===== src/rtl/sau_pkg.sv =====
// What this block does
// RL1 - Set sticky saturation flag when a clamped result differs from its input.
// RL2 - Flag cleared only by status write instruction; status read returns it.
// RL3 - Unsigned clamp sends negative inputs to zero, in-range inputs pass unchanged.
// RL4 - Signed word clamp shifts first, then clamps to signed n-bit range.
// RL5 - Unsigned word clamp shifts first, then clamps to zero..2^n-1.
// RL6 - Word width n is 1..32 signed, 0..31 unsigned.
// RL7 - Optional pre-shift: arithmetic right 1..31 or logical left 0..31.
// RL8 - Dual-half clamps each lane alone; n is 1..16 signed, 0..15 unsigned.
// RL9 - Dual-half results go to matching halfwords, signed or unsigned lanes.
// RL10 - No saturating operation touches the N, Z, C or V flags.
// RL11 - Word add/sub clamps the 32-bit signed result and sets flag on clamp.
// RL12 - Byte add/sub: four 8-bit lanes, each clamped signed, to matching byte.
// RL13 - Half add/sub: two 16-bit lanes, each clamped signed, to matching half.
// RL14 - Byte and half lane add/sub never change the sticky flag.
// RL15 - With no destination given, result goes back to first operand register; clamp ops always write dest_idx.
// RL16 - Add-sub exchange: top = a.top+b.bot, bottom = a.bot-b.top, clamped 16-bit.
// RL17 - Sub-add exchange: top = a.top-b.bot, bottom = a.bot+b.top, clamped 16-bit.
// RL18 - Software never names stack pointer or program counter as operand.
// RL19 - Condition false suppresses writeback and any sticky flag update.
package sau_pkg;
  typedef enum logic [3:0] {
    SAU_OP_SIGNED_WIDTH_CLAMP,
    SAU_OP_UNSIGNED_WIDTH_CLAMP,
    SAU_OP_SIGNED_DUAL_HALF_CLAMP,
    SAU_OP_UNSIGNED_DUAL_HALF_CLAMP,
    SAU_OP_SAT_ADD_WORD,
    SAU_OP_SAT_SUB_WORD,
    SAU_OP_SAT_ADD_BYTES,
    SAU_OP_SAT_SUB_BYTES,
    SAU_OP_SAT_ADD_HALVES,
    SAU_OP_SAT_SUB_HALVES,
    SAU_OP_SAT_ADD_SUB_EXCHANGE,
    SAU_OP_SAT_SUB_ADD_EXCHANGE
  } sau_op_t;

  typedef enum logic [1:0] {
    SAU_SHIFT_NONE,
    SAU_SHIFT_ARITH_RIGHT,
    SAU_SHIFT_LOGICAL_LEFT
  } sau_shift_t;

  localparam int unsigned SAU_WORD_W  = 32;
  localparam int unsigned SAU_HALF_W  = 16;
  localparam int unsigned SAU_BYTE_W  = 8;
  localparam int unsigned SAU_WIDE_W  = 64;
  localparam int unsigned SAU_REG_W   = 4;
  localparam int unsigned SAU_N_W     = 6;
  localparam int unsigned SAU_SH_W    = 5;
  localparam logic        SAU_Q_RST   = 1'b0;
  localparam logic [31:0] SAU_RES_RST = 32'h0000_0000;
  localparam logic [3:0]  SAU_REG_RST = 4'h0;
endpackage : sau_pkg


===== src/rtl/sau_clamp.sv =====
`timescale 1ns/1ns
`default_nettype none
// ==========================================================
// Clamp a 64-bit signed value to a signed or unsigned n-bit range
module sau_clamp (
  input  wire logic signed [63:0] value,
  input  wire logic [5:0]         width_n,
  input  wire logic               is_signed,
  output logic [31:0]             result,
  output logic                    saturated
);
  logic signed [63:0] hi_lim;
  logic signed [63:0] lo_lim;
  logic               below;
  logic               above;

  // Signed: [-2^(n-1), 2^(n-1)-1]; unsigned: [0, 2^n-1]
  assign hi_lim = is_signed
                  ? ((64'sh1 <<< (width_n - 6'h1)) - 64'sh1)  // [RL4]
                  : ((64'sh1 <<< width_n) - 64'sh1);          // [RL5]
  assign lo_lim = is_signed ? -(64'sh1 <<< (width_n - 6'h1)) : 64'sh0;  // [RL3]
  assign below  = value < lo_lim;
  assign above  = value > hi_lim;
  assign result = below ? lo_lim[31:0] : (above ? hi_lim[31:0] : value[31:0]);
  assign saturated = below | above;  // [RL1]
endmodule : sau_clamp
`default_nettype wire


===== src/rtl/sau_lane.sv =====
`timescale 1ns/1ns
`default_nettype none
// ==========================================================
// Signed saturating add or subtract of one lane of width W
module sau_lane #(
  parameter int unsigned W = 8
) (
  input  wire logic [W-1:0] a,
  input  wire logic [W-1:0] b,
  input  wire logic         subtract,
  output logic [W-1:0]      result,
  output logic              saturated
);
  logic signed [W:0] sum;
  logic              pos_ovf;
  logic              neg_ovf;

  assign sum = subtract ? ($signed({a[W-1], a}) - $signed({b[W-1], b}))
                        : ($signed({a[W-1], a}) + $signed({b[W-1], b}));
  assign pos_ovf = ~sum[W] & sum[W-1];
  assign neg_ovf = sum[W] & ~sum[W-1];
  assign result = pos_ovf ? {1'b0, {(W-1){1'b1}}}
                : (neg_ovf ? {1'b1, {(W-1){1'b0}}} : sum[W-1:0]);
  assign saturated = pos_ovf | neg_ovf;
endmodule : sau_lane
`default_nettype wire


===== src/rtl/sau_top.sv =====
`timescale 1ns/1ns
`default_nettype none
// ==========================================================
// Saturating arithmetic execution unit, one result per issued cycle whose condition passes
module sau_top (
  input  wire logic                sys_clk,
  input  wire logic                rst_b,
  input  wire logic                issue_valid,
  input  wire sau_pkg::sau_op_t    issue_op,
  input  wire logic                cond_pass,
  input  wire logic [31:0]         first_operand_reg,
  input  wire logic [31:0]         second_operand_reg,
  input  wire logic [3:0]          first_operand_idx,
  input  wire logic [3:0]          dest_idx,
  input  wire logic                dest_given,
  input  wire logic [5:0]          width_n,
  input  wire sau_pkg::sau_shift_t shift_kind,
  input  wire logic [4:0]          shift_amount,
  input  wire logic                status_reg_write_instr,
  input  wire logic                status_wr_q,
  input  wire logic                status_reg_read_instr,
  output logic                     wb_valid_ff,
  output logic [3:0]               wb_idx_ff,
  output logic [31:0]              wb_data_ff,
  output logic                     status_rd_valid_ff,
  output logic                     status_rd_q_ff,
  output logic                     sticky_q_ff
);
  // ==========================================================
  // Decode
  logic is_word_clamp;
  logic is_half_clamp;
  logic clamp_signed;
  logic is_word_arith;
  logic is_lane_arith;
  logic is_sub;
  logic lane_bytes;
  logic is_exchange;
  logic accept;

  assign is_word_clamp = (issue_op == sau_pkg::SAU_OP_SIGNED_WIDTH_CLAMP)
                       | (issue_op == sau_pkg::SAU_OP_UNSIGNED_WIDTH_CLAMP);
  assign is_half_clamp = (issue_op == sau_pkg::SAU_OP_SIGNED_DUAL_HALF_CLAMP)
                       | (issue_op == sau_pkg::SAU_OP_UNSIGNED_DUAL_HALF_CLAMP);
  assign clamp_signed  = (issue_op == sau_pkg::SAU_OP_SIGNED_WIDTH_CLAMP)
                       | (issue_op == sau_pkg::SAU_OP_SIGNED_DUAL_HALF_CLAMP);
  assign is_word_arith = (issue_op == sau_pkg::SAU_OP_SAT_ADD_WORD)
                       | (issue_op == sau_pkg::SAU_OP_SAT_SUB_WORD);
  assign is_exchange   = (issue_op == sau_pkg::SAU_OP_SAT_ADD_SUB_EXCHANGE)
                       | (issue_op == sau_pkg::SAU_OP_SAT_SUB_ADD_EXCHANGE);
  assign lane_bytes    = (issue_op == sau_pkg::SAU_OP_SAT_ADD_BYTES)
                       | (issue_op == sau_pkg::SAU_OP_SAT_SUB_BYTES);
  assign is_lane_arith = lane_bytes | is_exchange
                       | (issue_op == sau_pkg::SAU_OP_SAT_ADD_HALVES)
                       | (issue_op == sau_pkg::SAU_OP_SAT_SUB_HALVES);
  assign is_sub        = (issue_op == sau_pkg::SAU_OP_SAT_SUB_WORD)
                       | (issue_op == sau_pkg::SAU_OP_SAT_SUB_BYTES)
                       | (issue_op == sau_pkg::SAU_OP_SAT_SUB_HALVES);
  assign accept        = issue_valid & cond_pass;  // [RL19]

  // ==========================================================
  // Pre-shift and whole-word clamp
  logic signed [63:0] shifted;
  logic [31:0]        word_clamp_res;
  logic               word_clamp_sat;

  assign shifted = (shift_kind == sau_pkg::SAU_SHIFT_ARITH_RIGHT)
                   ? (64'(signed'(first_operand_reg)) >>> shift_amount)   // [RL7]
                   : (shift_kind == sau_pkg::SAU_SHIFT_LOGICAL_LEFT)
                   ? (64'(signed'(first_operand_reg)) <<< shift_amount)   // [RL7]
                   : 64'(signed'(first_operand_reg));

  // Width range per [RL6] is the issuer's duty; unsigned n=0 clamps to 0
  sau_clamp u_word_clamp (
    .value     (shifted),
    .width_n   (width_n),
    .is_signed (clamp_signed),
    .result    (word_clamp_res),
    .saturated (word_clamp_sat)
  );

  // ==========================================================
  // Per-halfword clamp
  logic [15:0] half_clamp_res [2];
  logic [1:0]  half_clamp_sat;
  logic [31:0] half_lane_full [2];

  for (genvar h = 0; h < 2; h++) begin : g_half_clamp
    sau_clamp u_half_clamp (
      .value     (64'(signed'(first_operand_reg[16*h +: 16]))),
      .width_n   (width_n),
      .is_signed (clamp_signed),
      .result    (half_lane_full[h]),
      .saturated (half_clamp_sat[h])
    );
    assign half_clamp_res[h] = half_lane_full[h][15:0];  // [RL8]
  end

  // ==========================================================
  // Word add and subtract
  logic [31:0] word_arith_res;
  logic        word_arith_sat;

  sau_lane #(.W(sau_pkg::SAU_WORD_W)) u_word_lane (
    .a         (first_operand_reg),
    .b         (second_operand_reg),
    .subtract  (is_sub),
    .result    (word_arith_res),  // [RL11]
    .saturated (word_arith_sat)
  );

  // ==========================================================
  // Byte lanes, halfword lanes and exchange forms
  logic [31:0] byte_res;
  logic [31:0] half_res;
  logic [15:0] half_a [2];
  logic [15:0] half_b [2];
  logic [1:0]  half_sub;

  for (genvar i = 0; i < 4; i++) begin : g_byte
    sau_lane #(.W(sau_pkg::SAU_BYTE_W)) u_byte_lane (
      .a         (first_operand_reg[8*i +: 8]),
      .b         (second_operand_reg[8*i +: 8]),
      .subtract  (is_sub),
      .result    (byte_res[8*i +: 8]),  // [RL12]
      .saturated ()
    );
  end

  // Exchange forms pair each half of the first with the opposite half of the second
  assign half_a[0] = first_operand_reg[15:0];
  assign half_a[1] = first_operand_reg[31:16];
  assign half_b[0] = is_exchange ? second_operand_reg[31:16] : second_operand_reg[15:0];
  assign half_b[1] = is_exchange ? second_operand_reg[15:0] : second_operand_reg[31:16];
  assign half_sub[1] = (issue_op == sau_pkg::SAU_OP_SAT_SUB_ADD_EXCHANGE)  // [RL17]
                     | (~is_exchange & is_sub);
  assign half_sub[0] = (issue_op == sau_pkg::SAU_OP_SAT_ADD_SUB_EXCHANGE)  // [RL16]
                     | (~is_exchange & is_sub);

  for (genvar j = 0; j < 2; j++) begin : g_half
    sau_lane #(.W(sau_pkg::SAU_HALF_W)) u_half_lane (
      .a         (half_a[j]),
      .b         (half_b[j]),
      .subtract  (half_sub[j]),
      .result    (half_res[16*j +: 16]),  // [RL13]
      .saturated ()
    );
  end

  // ==========================================================
  // Result select and flag event
  logic [31:0] result_sel;
  logic        sat_event;
  logic [3:0]  wb_target;

  assign result_sel = is_word_clamp ? word_clamp_res
                    : is_half_clamp ? {half_clamp_res[1], half_clamp_res[0]}  // [RL9]
                    : is_word_arith ? word_arith_res
                    : lane_bytes    ? byte_res
                    : half_res;
  // Lane add/sub never raise the flag; no N/Z/C/V output exists at all [RL14] [RL10]
  assign sat_event = accept & ((is_word_clamp & word_clamp_sat)
                             | (is_half_clamp & (|half_clamp_sat))
                             | (is_word_arith & word_arith_sat));  // [RL1]
  assign wb_target = (is_lane_arith | is_word_arith) & ~dest_given
                     ? first_operand_idx : dest_idx;  // [RL15]

  // ==========================================================
  // Registers
  logic nxt_sticky_q;

  // Saturation set wins over a same-cycle clear
  assign nxt_sticky_q = sat_event ? 1'b1                          // [RL1]
                      : status_reg_write_instr ? status_wr_q      // [RL2]
                      : sticky_q_ff;

  always_ff @(posedge sys_clk) begin
    if (!rst_b) begin
      sticky_q_ff        <= sau_pkg::SAU_Q_RST;
      wb_valid_ff        <= 1'b0;
      wb_idx_ff          <= sau_pkg::SAU_REG_RST;
      wb_data_ff         <= sau_pkg::SAU_RES_RST;
      status_rd_valid_ff <= 1'b0;
      status_rd_q_ff     <= sau_pkg::SAU_Q_RST;
    end else begin
      sticky_q_ff        <= nxt_sticky_q;
      wb_valid_ff        <= accept;  // [RL19]
      wb_idx_ff          <= accept ? wb_target : wb_idx_ff;
      wb_data_ff         <= accept ? result_sel : wb_data_ff;
      status_rd_valid_ff <= status_reg_read_instr;
      status_rd_q_ff     <= status_reg_read_instr ? sticky_q_ff : status_rd_q_ff;  // [RL2]
    end
  end
endmodule : sau_top
`default_nettype wire


===== config.mk =====
export PLATFORM = sky130hd
export DESIGN_NAME = sau_top
export DESIGN_NICKNAME = d
export VERILOG_FILES = /design/src/rtl/sau_pkg.sv /design/src/rtl/sau_clamp.sv /design/src/rtl/sau_lane.sv /design/src/rtl/sau_top.sv
export SDC_FILE = /design/constraint.sdc
export NUM_CORES = 1
export LEC_CHECK = 0
export BUFFER_PORTS_ARGS = -buffer_cell sky130_fd_sc_hd__buf_2
export CAP_MARGIN = 40
export CORE_UTILIZATION = 30
export DETAILED_ROUTE_END_ITERATION = 10
export GPL_TIMING_DRIVEN = 0
export HOLD_SLACK_MARGIN = 0.1
export PLACE_DENSITY = 0.52
export SLEW_MARGIN = 20
export SYNTH_ARGS = -nofsm -noshare
export SYNTH_HDL_FRONTEND = slang
export SYNTH_SLANG_ARGS = --single-unit

===== constraint.sdc =====
create_clock -name sys_clk -period 10.89 [get_ports sys_clk]
set_clock_uncertainty 0.2 [all_clocks]
set_input_delay 3.267 -clock sys_clk [delete_from_list [all_inputs] [get_ports sys_clk]]
set_output_delay 3.267 -clock sys_clk [all_outputs]
set_load 0.05 [all_outputs]

Word-level counts from Yosys, hierarchy flattened

Index checks and enable logic that the tools add are counted.

Shift operators: 4
Add/subtract/negate cells: 18
Reductions and logical operators: 3
Equal/unequal tests: 13
Multiplexer cells: 40
Bitwise gates (word level): 57
$lt $le $gt $ge: 6

Operators with widths:

| cell                                                                 | count |
|---|---|
| 32-bit two-way mux                                                   | 8 |
| 64-bit two-way mux                                                   | 4 |
| 16-bit two-way mux                                                   | 10 |
| 16-bit by 64-bit > comparator with 1-bit output                      | 2 |
| 16-bit by 64-bit < comparator with 1-bit output                      | 2 |
| 2-bit by 6-bit <<< shifter with 64-bit output, first input constant  | 2 |
| 64-bit by 2-bit subtractor with 64-bit output, second input constant | 2 |
| 64-bit > comparator                                                  | 1 |
| 64-bit < comparator                                                  | 1 |
| 8-bit two-way mux                                                    | 8 |
| 64-bit negation                                                      | 1 |
| 32-bit by 5-bit <<< shifter with 64-bit output                       | 1 |
| 32-bit by 5-bit >>> shifter with 64-bit output                       | 1 |
| 8-bit by 8-bit adder with 9-bit output                               | 4 |
| 9-bit two-way mux                                                    | 4 |
| 8-bit by 8-bit subtractor with 9-bit output                          | 4 |
| 16-bit by 16-bit adder with 17-bit output                            | 2 |
| 17-bit two-way mux                                                   | 2 |
| 16-bit by 16-bit subtractor with 17-bit output                       | 2 |
| 32-bit by 32-bit adder with 33-bit output                            | 1 |
| 33-bit two-way mux                                                   | 1 |
| 32-bit by 32-bit subtractor with 33-bit output                       | 1 |
| 1-bit AND                                                            | 21 |
| 1-bit OR                                                             | 20 |
| 13 further kinds                                                     | 36 |

Bits in registers: 40
Word-level logic and storage cells: 147
Output and inout port bits: 40
Input bits: 97

Depth between registers and ports, before layout

Gate-level depths: netlist of run 1.

Depth in word-level cells: 14
Mapped depth: 34
Gate-level depth less buffers: 29

By module

From an unflattened synthesis of run 1, not the netlist that was laid out.

Cell total of the unflattened synthesis: 5389
Area, all modules: 38149.1 µm²

Modules (own cells, without submodules):

| module                                       | times used | area each (µm²) | sequential area each (µm²) | cells each |
|---|---|---|---|---|
| sau_clamp (g_half_clamp[1].u_half_clamp ...) | 2          | 6852.8          | 0.0                        | 1027 |
| sau_top                                      | 1          | 9066.2          | 800.8                      | 1129 |
| sau_clamp (g_half_clamp[0].u_half_clamp)     | 1          | 7118.1          | 0.0                        | 1031 |
| sau_lane (g_byte[0].u_byte_lane ...)         | 4          | 695.7           | 0.0                        | 92 |
| sau_lane (u_word_lane)                       | 1          | 2728.9          | 0.0                        | 411 |
| sau_lane (g_half[1].u_half_lane)             | 1          | 1391.3          | 0.0                        | 197 |
| sau_lane (g_half[0].u_half_lane)             | 1          | 1356.3          | 0.0                        | 199 |

Least setup slack after synthesis of run 1

No wires, ideal clock.

Path kind: input-to-reg
Start point: input width_n[5]
End point: register wb_data_ff[6]
Data required time: 10.573 ns
Setup slack: 0.241 ns
Cell stages on the path: 32
Arrival time: 10.332 ns
Library setup time: 0.117 ns
Buffers on the path: 9
Cell sequence: clkbuf_1 > buf_2 > buf_1 > clkbuf_1 > buf_1 > clkbuf_1 > clkbuf_1 > nand2b_1 > ha_1 > o221ai_1 > nor3_1 > o2111ai_1 > nor3_1 > nand2_1 > nand2_1 > nor2_1 > o21ai_0 > o31ai_1 > a31oi_1 > ha_1 > nand4_1 > nor4_1 > nand3_1 > a2111o_1 > and3_4 > or3_1 > a21boi_2 > buf_4 > buf_4 > nand2_1 > o211ai_1 > a32o_1

Word-level cells in the longest chain between the ends: 9
Elaborated cells on any way between the ends: 18
Those cells by class: add/sub (4); order compare (4); shift (2); mux (8)

Ends and longest elaborated chain:

| element                                         | line                             | source |
|---|---|---|
| from (decl)                                     | sau_top.sv:16                    | `input wire logic [5:0] width_n,` |
| 6-bit by 1-bit subtractor with 6-bit output     | sau_clamp.sv:19, sau_clamp.sv:21 |  |
| 2-bit by 6-bit <<< shifter with 64-bit output   | sau_clamp.sv:19, sau_clamp.sv:21 |  |
| 64-bit by 2-bit subtractor with 64-bit output   | sau_clamp.sv:19                  | `? ((64'sh1 <<< (width_n - 6'h1)) - 64'sh1)` |
| 64-bit two-way mux                              | sau_clamp.sv:19                  |  |
| 16-bit by 64-bit > comparator with 1-bit output | sau_clamp.sv:23                  | `assign above = value > hi_lim;` |
| 16-bit two-way mux (2 in series)                | sau_clamp.sv:24                  | `assign result = below ? lo_lim[31:0] : (above ? hi_lim[31:0] : value[31:0]);` |
| 32-bit two-way mux                              | sau_top.sv:157                   | `: is_half_clamp ? {half_clamp_res[1], half_clamp_res[0]}` |
| 32-bit two-way mux (*)                          | sau_top.sv:156                   | `assign result_sel = is_word_clamp ? word_clamp_res` |
| to (signal assigned)                            | sau_top.sv:182                   | `wb_data_ff <= sau_pkg::SAU_RES_RST;` |
| to (signal assigned)                            | sau_top.sv:189                   | `wb_data_ff <= accept ? result_sel : wb_data_ff;` |
| to (decl)                                       | sau_top.sv:24                    | `output logic [31:0] wb_data_ff,` |

Mark *: on every way between the ends. The rest lies on a longest branch, timed or not.
A chain may end at the register's enable or synchronous reset.

Worst setup path in the final report of run 1

Start point: input width_n[5]
End point: register wb_data_ff[5]

The elaborated chain is that of the path after synthesis.

==> metrics.cfg, run 1 <==
[outcome]
outcome=finished, final reports clean

[timing]
fin_crit_sh_pct=98.53
finalHoldViolations=0
finalSetupViolations=0
slew_headroom_pct=34.78
fmax_ghz=0.09320
tightest_slew_ns=0.9783
drv_slew=0
grt_setup_unrepaired=false
finalCriticalPeriod_ns=10.73

[global_route]
grt.busiest_layer=met2
antenna_found_initial=3
grt_usage_pct=32.65
grt-ovfl-total=0
grt.met1_usage_pct=42.83
grt_first_pass_wirelength_mm=217.8
grt.met3_usage_pct=4.827
use_met2_pct=50.64
first_global_vias=30780
grt_start_max_net_pins=71

[finish]
utilization_pct=34.05
antennaDiodeCount=0
fin_nets=4624
stdcell_count=5218
layout-drive-gt1-share_pct=11.13
synthToLayoutAreaGrowth_pct=12.09
fillers=9608

[clock_tree]
cts_made_buffers=5
numClockSinks=40
clkTransAtPathRegs_ns=0.06
h-tree-depth=2
cts-root-buf=clkbuf_16
cts_tree=yes
holdBufCountCts=0
clk_latency_ns=0.32
cts_buffer_depth=2

[synthesis]
syn-mean-instance-area_um2=6.970
synth_cell_types=105
yosys-top-cells-area=ha_1, a21oi_1, o21ai_0
synthesis.area_um2=26970
yosysTopAreaCellShare_pct=21.76
synth_seq_cells=40
ys_seq_area_share_pct=2.969
synth_edf_count=0
synth_ff_type=dfxtp_1
yosys.area.top_type=ha_1
netlist_instances=3870
yosys_warnings=0
async_flop_share_pct=0

[worst_setup_path]
crit_required_ns=10.93
critPathMaxStageDelay_ns=0.42
worstSetupPathType=in2reg
crit_path_end_kind=flip-flop
critPathLaunchType=input port
cp.arrival_ns=10.77
crit_fanout=10
cpMostUsedCell=buf_4
crit_slowest_cell=a221oi_1

[floorplanning]
ios=137
initial_core_util_pct=30.38
die_height_um=301.9
design.core.area_um2=88780
die_w_um=301.9
row_count=109
die-area_um2=91110

[drt]
drc=0
vias_per_cell=6.449
initialDrtViolationCount=4332
vias=33650
ant_nets=0
first_pass_iters=8
wirelength_mm=155.5
wl_per_cell_um=29.80

[placed_design]
io_buffers=114
hpwlAfterDp_mm=125.1
gp_congestion=1.061
place_inst=5182

[pwr]
peakVddDrop_v=0.00006147
p_per_area_nw_per_um2=86.78
leakage_nw=12.56

[hold_path]
min_path_type=reg2reg

[job]
cap_violations=0

[placed cells by master, fill, tap and decap left out, drive strengths merged, types with 11 or more instances in the layout]
cell type,synthesis,final
ha,469,469
nand2,382,382
a21oi,379,379
o21ai,359,359
nor2,346,346
buf,66,234
clkbuf,172,181
xnor2,131,131
mux2i,119,119
nor3,110,110
nand3,105,105
inv,99,100
nand4,88,88
a21o,88,88
xor2,74,74
o211ai,62,62
a211oi,60,60
nand2b,47,47
a31oi,43,43
dfxtp,40,40
nor2b,39,39
o21a,38,38
mux4,35,35
or2,33,33
o31ai,28,28
mux2,28,28
and2,27,27
nor4,27,27
o221ai,26,26
a221oi,24,24
a22oi,21,21
and3,18,18
or3,17,17
o211a,17,17
o21bai,14,14
a2111oi,14,14
a211o,13,13
o311ai,13,13
a21boi,11,11
[Yosys cell counts, types with 74 or more instances]
cell	count
clkbuf_1	172
a21oi_1	379
inv_1	94
o21ai_0	357
nor3_1	106
ha_1	469
xor2_1	74
xnor2_1	131
a21o_1	88
nand4_1	88
nor2_1	345
nand2_1	382
nand3_1	103
mux2i_1	118
[state kept, by name, indices dropped and copies added, names as in the netlist]
register and cells:
status_rd_q_ff 1, status_rd_valid_ff 1, sticky_q_ff 1, wb_data_ff 32, wb_idx_ff 4, wb_valid_ff 1
[path summary, 6_finish.rpt]
check,start,to,slack (ns),cells past startpoint
setup reg to reg,sticky_q_ff,sticky_q_ff,9.31,3
hold reg to reg,wb_idx_ff[3],wb_idx_ff[3],0.29,1
hold / removal,wb_idx_ff[3],wb_idx_ff[3],0.29,1
setup / recovery,width_n[5],wb_data_ff[5],0.16,36
[timing repair]
action	4_1_cts	5_1_grt
gates resized for setup	68	72
pin swaps	11	9
buffers inserted	16	5
setup endpoints to repair	33	33
[per-stage QoR]
| step | setup WS, ns | total power [W] | TNS (ns) | hold WS, ns | cell area, µm² |
|---|---|---|---|---|---|
| 2_1_floorplan | 0.2411 | 0.001582 | 0 | 0.4727 | 26980 |
| 3_3_place_gp | -4.741 | 0.002278 | -134.37 | 0.2767 | 29010 |
| 3_5_place_dp | -3.838 | 0.002290 | -111.15 | 0.2813 | 29350 |
| 4_1_cts | 0.0006235 | 0.002522 | 0 | 0.2967 | 29900 |
| 5_1_grt | 0.002820 | 0.002767 | 0 | 0.3058 | 30240 |
| 6_report | 0.1601 | 0.002624 | 0 | 0.2944 | 30240 |
[critical path, delay by kind of cell]
family | cells | cell delay [ns]
buffers and inverters | 14 | 2.81
AOI/OAI and AO/OA | 11 | 2.59
and+or+nand+nor | 8 | 1.18
xor gates and xnor gates | 1 | 0.20
adders and majority gates | 2 | 0.65
[power by group]
part           internal [W]  switching, W
Sequential         0.000161     0.0000218
Combinational      0.000775       0.00148
Clock              0.000109     0.0000795
Total               0.00105       0.00158
[cells by family after synthesis]
logic type                 Yosys count  share of synthesized area (%)
and+or+nand+nor                   1290                          22.91
AOI/OAI and AO/OA                 1332                          31.50
adders and majority gates          479                          22.35
xor gates and xnor gates           205                          6.656
muxes                              182                          8.568
DFF                                 40                          2.969
buffers and inverters              341                          5.038
other                                1                        0.01390
[area by class of cell]
class | instances | area [µm²] | area share [%]
buffer | 234 | 1026 | 3.393
clock buffer | 5 | 125.1 | 0.4138
clock inverter | 3 | 46.29 | 0.1531
inverter | 103 | 391.6 | 1.295
multi-input combinational | 3490 | 25200 | 83.36
sequential | 40 | 800.8 | 2.648
tap | 1165 | 1458 | 4.821
timing repair buffer | 178 | 1184 | 3.915
[metal layers]
metal,part of all wire (%),vias up
met1,40,15903
met3,10,474
met5,0.023,-
met4,6.8,6
met2,43,2258
li1,-,15009
Power figures use the tool's default switching activity.
==> inputs of run 2 (changes only) <==
- ABC_AREA: unset -> 1
==> run 2 against run 1 <==
  * Critical path type unchanged
  * Setup slack improved by 0.28 ns
  * Global-route usage down 3.3 points
  * Fmax up 2.7%
  * Highest routed layer unchanged
  * Combinational power rose by 4%
  * Critical endpoint is now sticky_q_ff
==> metrics.cfg, run 2 <==
[clock_tree]
clkTransAtPathRegs_ns=0.06
h-tree-depth=2
cts-root-buf=clkbuf_16
cts_buffer_depth=2
holdBufCountCts=0
cts_made_buffers=5
numClockSinks=40
clk_latency_ns=0.28
cts_tree=yes

[floorplanning]
die-area_um2=91450
initial_core_util_pct=30.45
die_w_um=302.4
design.core.area_um2=88920
die_height_um=302.4
ios=137
row_count=109

[timing]
fin_crit_sh_pct=95.92
finalCriticalPeriod_ns=10.45
finalHoldViolations=0
grt_setup_unrepaired=false
fmax_ghz=0.09573
hold_ws_ns=0.2522
drv_slew=0
setup_ws_ns=0.4440
tns_ns=0
finalSetupViolations=0
slew_headroom_pct=35.11
tightest_slew_ns=0.9632

[worst_setup_path]
crit_slowest_cell=or4_1
cp.arrival_ns=10.42
cpMostUsedCell=nand2_1
crit_fanout=10
crit_path_end_kind=flip-flop
crit_required_ns=10.87
critPathLaunchType=input port
worstSetupPathType=in2reg
path_buf_inv=8
critPathTopFamily=simple AND/OR/NAND/NOR gates
critPathMaxStageDelay_ns=0.61

[drt]
initialDrtViolationCount=4143
wirelength_mm=140.0
vias=34664
vias_per_cell=5.668
wl_per_cell_um=22.90
drc=0
first_pass_iters=6
ant_nets=0

[pwr]
p_per_area_nw_per_um2=90.34
p_int_w=0.0009836
pwr-share-comb_pct=87.4
leakage_nw=15.09
clkPwrFrac_pct=6.3
seq_power_share_pct=6.3
p_sw_share_pct=63.34
peakVddDrop_v=0.00005903
switchingPower_w=0.001700

[synthesis]
ys_seq_area_share_pct=2.958
async_flop_share_pct=0
yosysMostFrequentCell=nand2_1
yosys-top-cells-area=ha_1, nand2_1, o21ai_0
netlist_instances=4785
synth_edf_count=0
syn-mean-instance-area_um2=5.658
yosysTopAreaCellShare_pct=21.68
synth_ff_type=dfxtp_1
synth_cell_types=70
yosys.area.top_type=ha_1
synthesis.area_um2=27070
synth_seq_cells=40
yosys-top-cells-count=nand2_1, nor2_1, inv_1
yosys_warnings=0

[finish]
regMostFlops=wb_data_ff
largest_reg_flops=32
stdcell_count=6116
synthToLayoutAreaGrowth_pct=9.705
layout_commonest_cell=nand2_1
layout-drive-gt1-share_pct=6.909
largest_registers=wb_data_ff (32), wb_idx_ff (4)
layout_common_cells=nand2_1, nor2_1, inv_1
fin_nets=5521
finalInstanceArea_um2=29700

[placed_design]
place_inst=6101
io_buffers=129
place_area_um2=29400
gp_congestion=1.018
dpl_worst_slack_ns=-1.216
hpwlAfterDp_mm=116.9

[global_route]
grt_first_pass_wirelength_mm=201.7
grt_start_max_net_pins=66
first_global_vias=30967
antenna_found_initial=4
grt_usage_pct=29.38
grt-ovfl-total=0

[outcome]
outcome=finished, final reports clean

[job]
cap_violations=0

[hold_path]
min_path_type=reg2reg

run 2: changes by cell type after synthesis, sizes merged, moves of 35 or more:
cell	previous run	this run
inv	99	545
mux4	35	0
nand2	382	1125
xor2	74	126
a21oi	379	416
clkbuf	172	102
o21ai	359	548
nor2	346	561
nor2b	39	0
nand2b	47	0
xnor2	131	37
mux2i	119	12
a21o	88	6
nand3	105	205
run 2: through the flow:
step                total power (W)  utilization (%)
floorplan                  0.001660                -
global placement           0.002393            32.82
detailed placement         0.002417            33.06
CTS                        0.002601            33.30
global route               0.002904            33.40
finish                     0.002683            33.40
run 2: power by group through the flow:
stage / logic (W) / clock network, W / registers (W)
global placement: 0.00222 / 0 / 0.000172
global route: 0.00255 / 0.000179 / 0.000170
CTS: 0.00226 / 0.000173 / 0.000169
finish: 0.00234 / 0.000170 / 0.000168
floorplan: 0.00144 / 0 / 0.000219
detailed placement: 0.00224 / 0 / 0.000172
run 2: worst paths after layout:
path / from / cells past startpoint / slack (ns) / endpoint
min reg2reg: wb_data_ff[30] / 2 / 0.25 / wb_data_ff[30]
min: wb_data_ff[30] / 2 / 0.25 / wb_data_ff[30]
max: issue_op[3] / 40 / 0.44 / sticky_q_ff
max reg2reg: wb_data_ff[8] / 2 / 9.99 / wb_data_ff[8]
run 2: timing repair:
item	4_1_cts	5_1_grt
gates resized for setup	8	20
pin swaps	0	1
setup endpoints to repair	33	33
buffers inserted	0	2
run 2: layout make-up:
class                      instances  area, µm²
antenna                            1      2.502
buffer                           176      839.6
clock buffer                       5      125.1
clock inverter                     3      46.29
fill                           10321      59220
inverter                         555       2090
multi-input combinational       4014      23470
sequential                        40      800.8
tap                             1165       1458
timing repair buffer             157      868.3
run 2: logic make-up after synthesis:
family | count (synthesis) | synth area share, %
AO/OA/AOI/OAI | 1220 | 25.01
XOR/XNOR | 163 | 5.273
buffers and inverters | 732 | 10.79
AND/OR/NAND/NOR | 2142 | 33.39
adder cells (fa/ha/maj) | 475 | 22.12
multiplexers | 12 | 0.4437
flip-flops | 40 | 2.958
other | 1 | 0.01385
run 2: worst min-delay path, stage by stage (launching register included):
cell and delay, ns:
dfxtp_1 0.31, nand2_1 0.06, nand2_1 0.05
run 2: routing by layer:
| layer | track usage (%) | up-vias | routed length (µm) |
|---|---|---|---|
| li1 | - | 16612 | - |
| met1 | 41.42 | 16124 | 61430 |
| met2 | 46.33 | 1661 | 60710 |
| met3 | 3.096 | 265 | 12450 |
| met4 | 9.596 | 2 | 5448 |
| met5 | 0 | - | 13 |
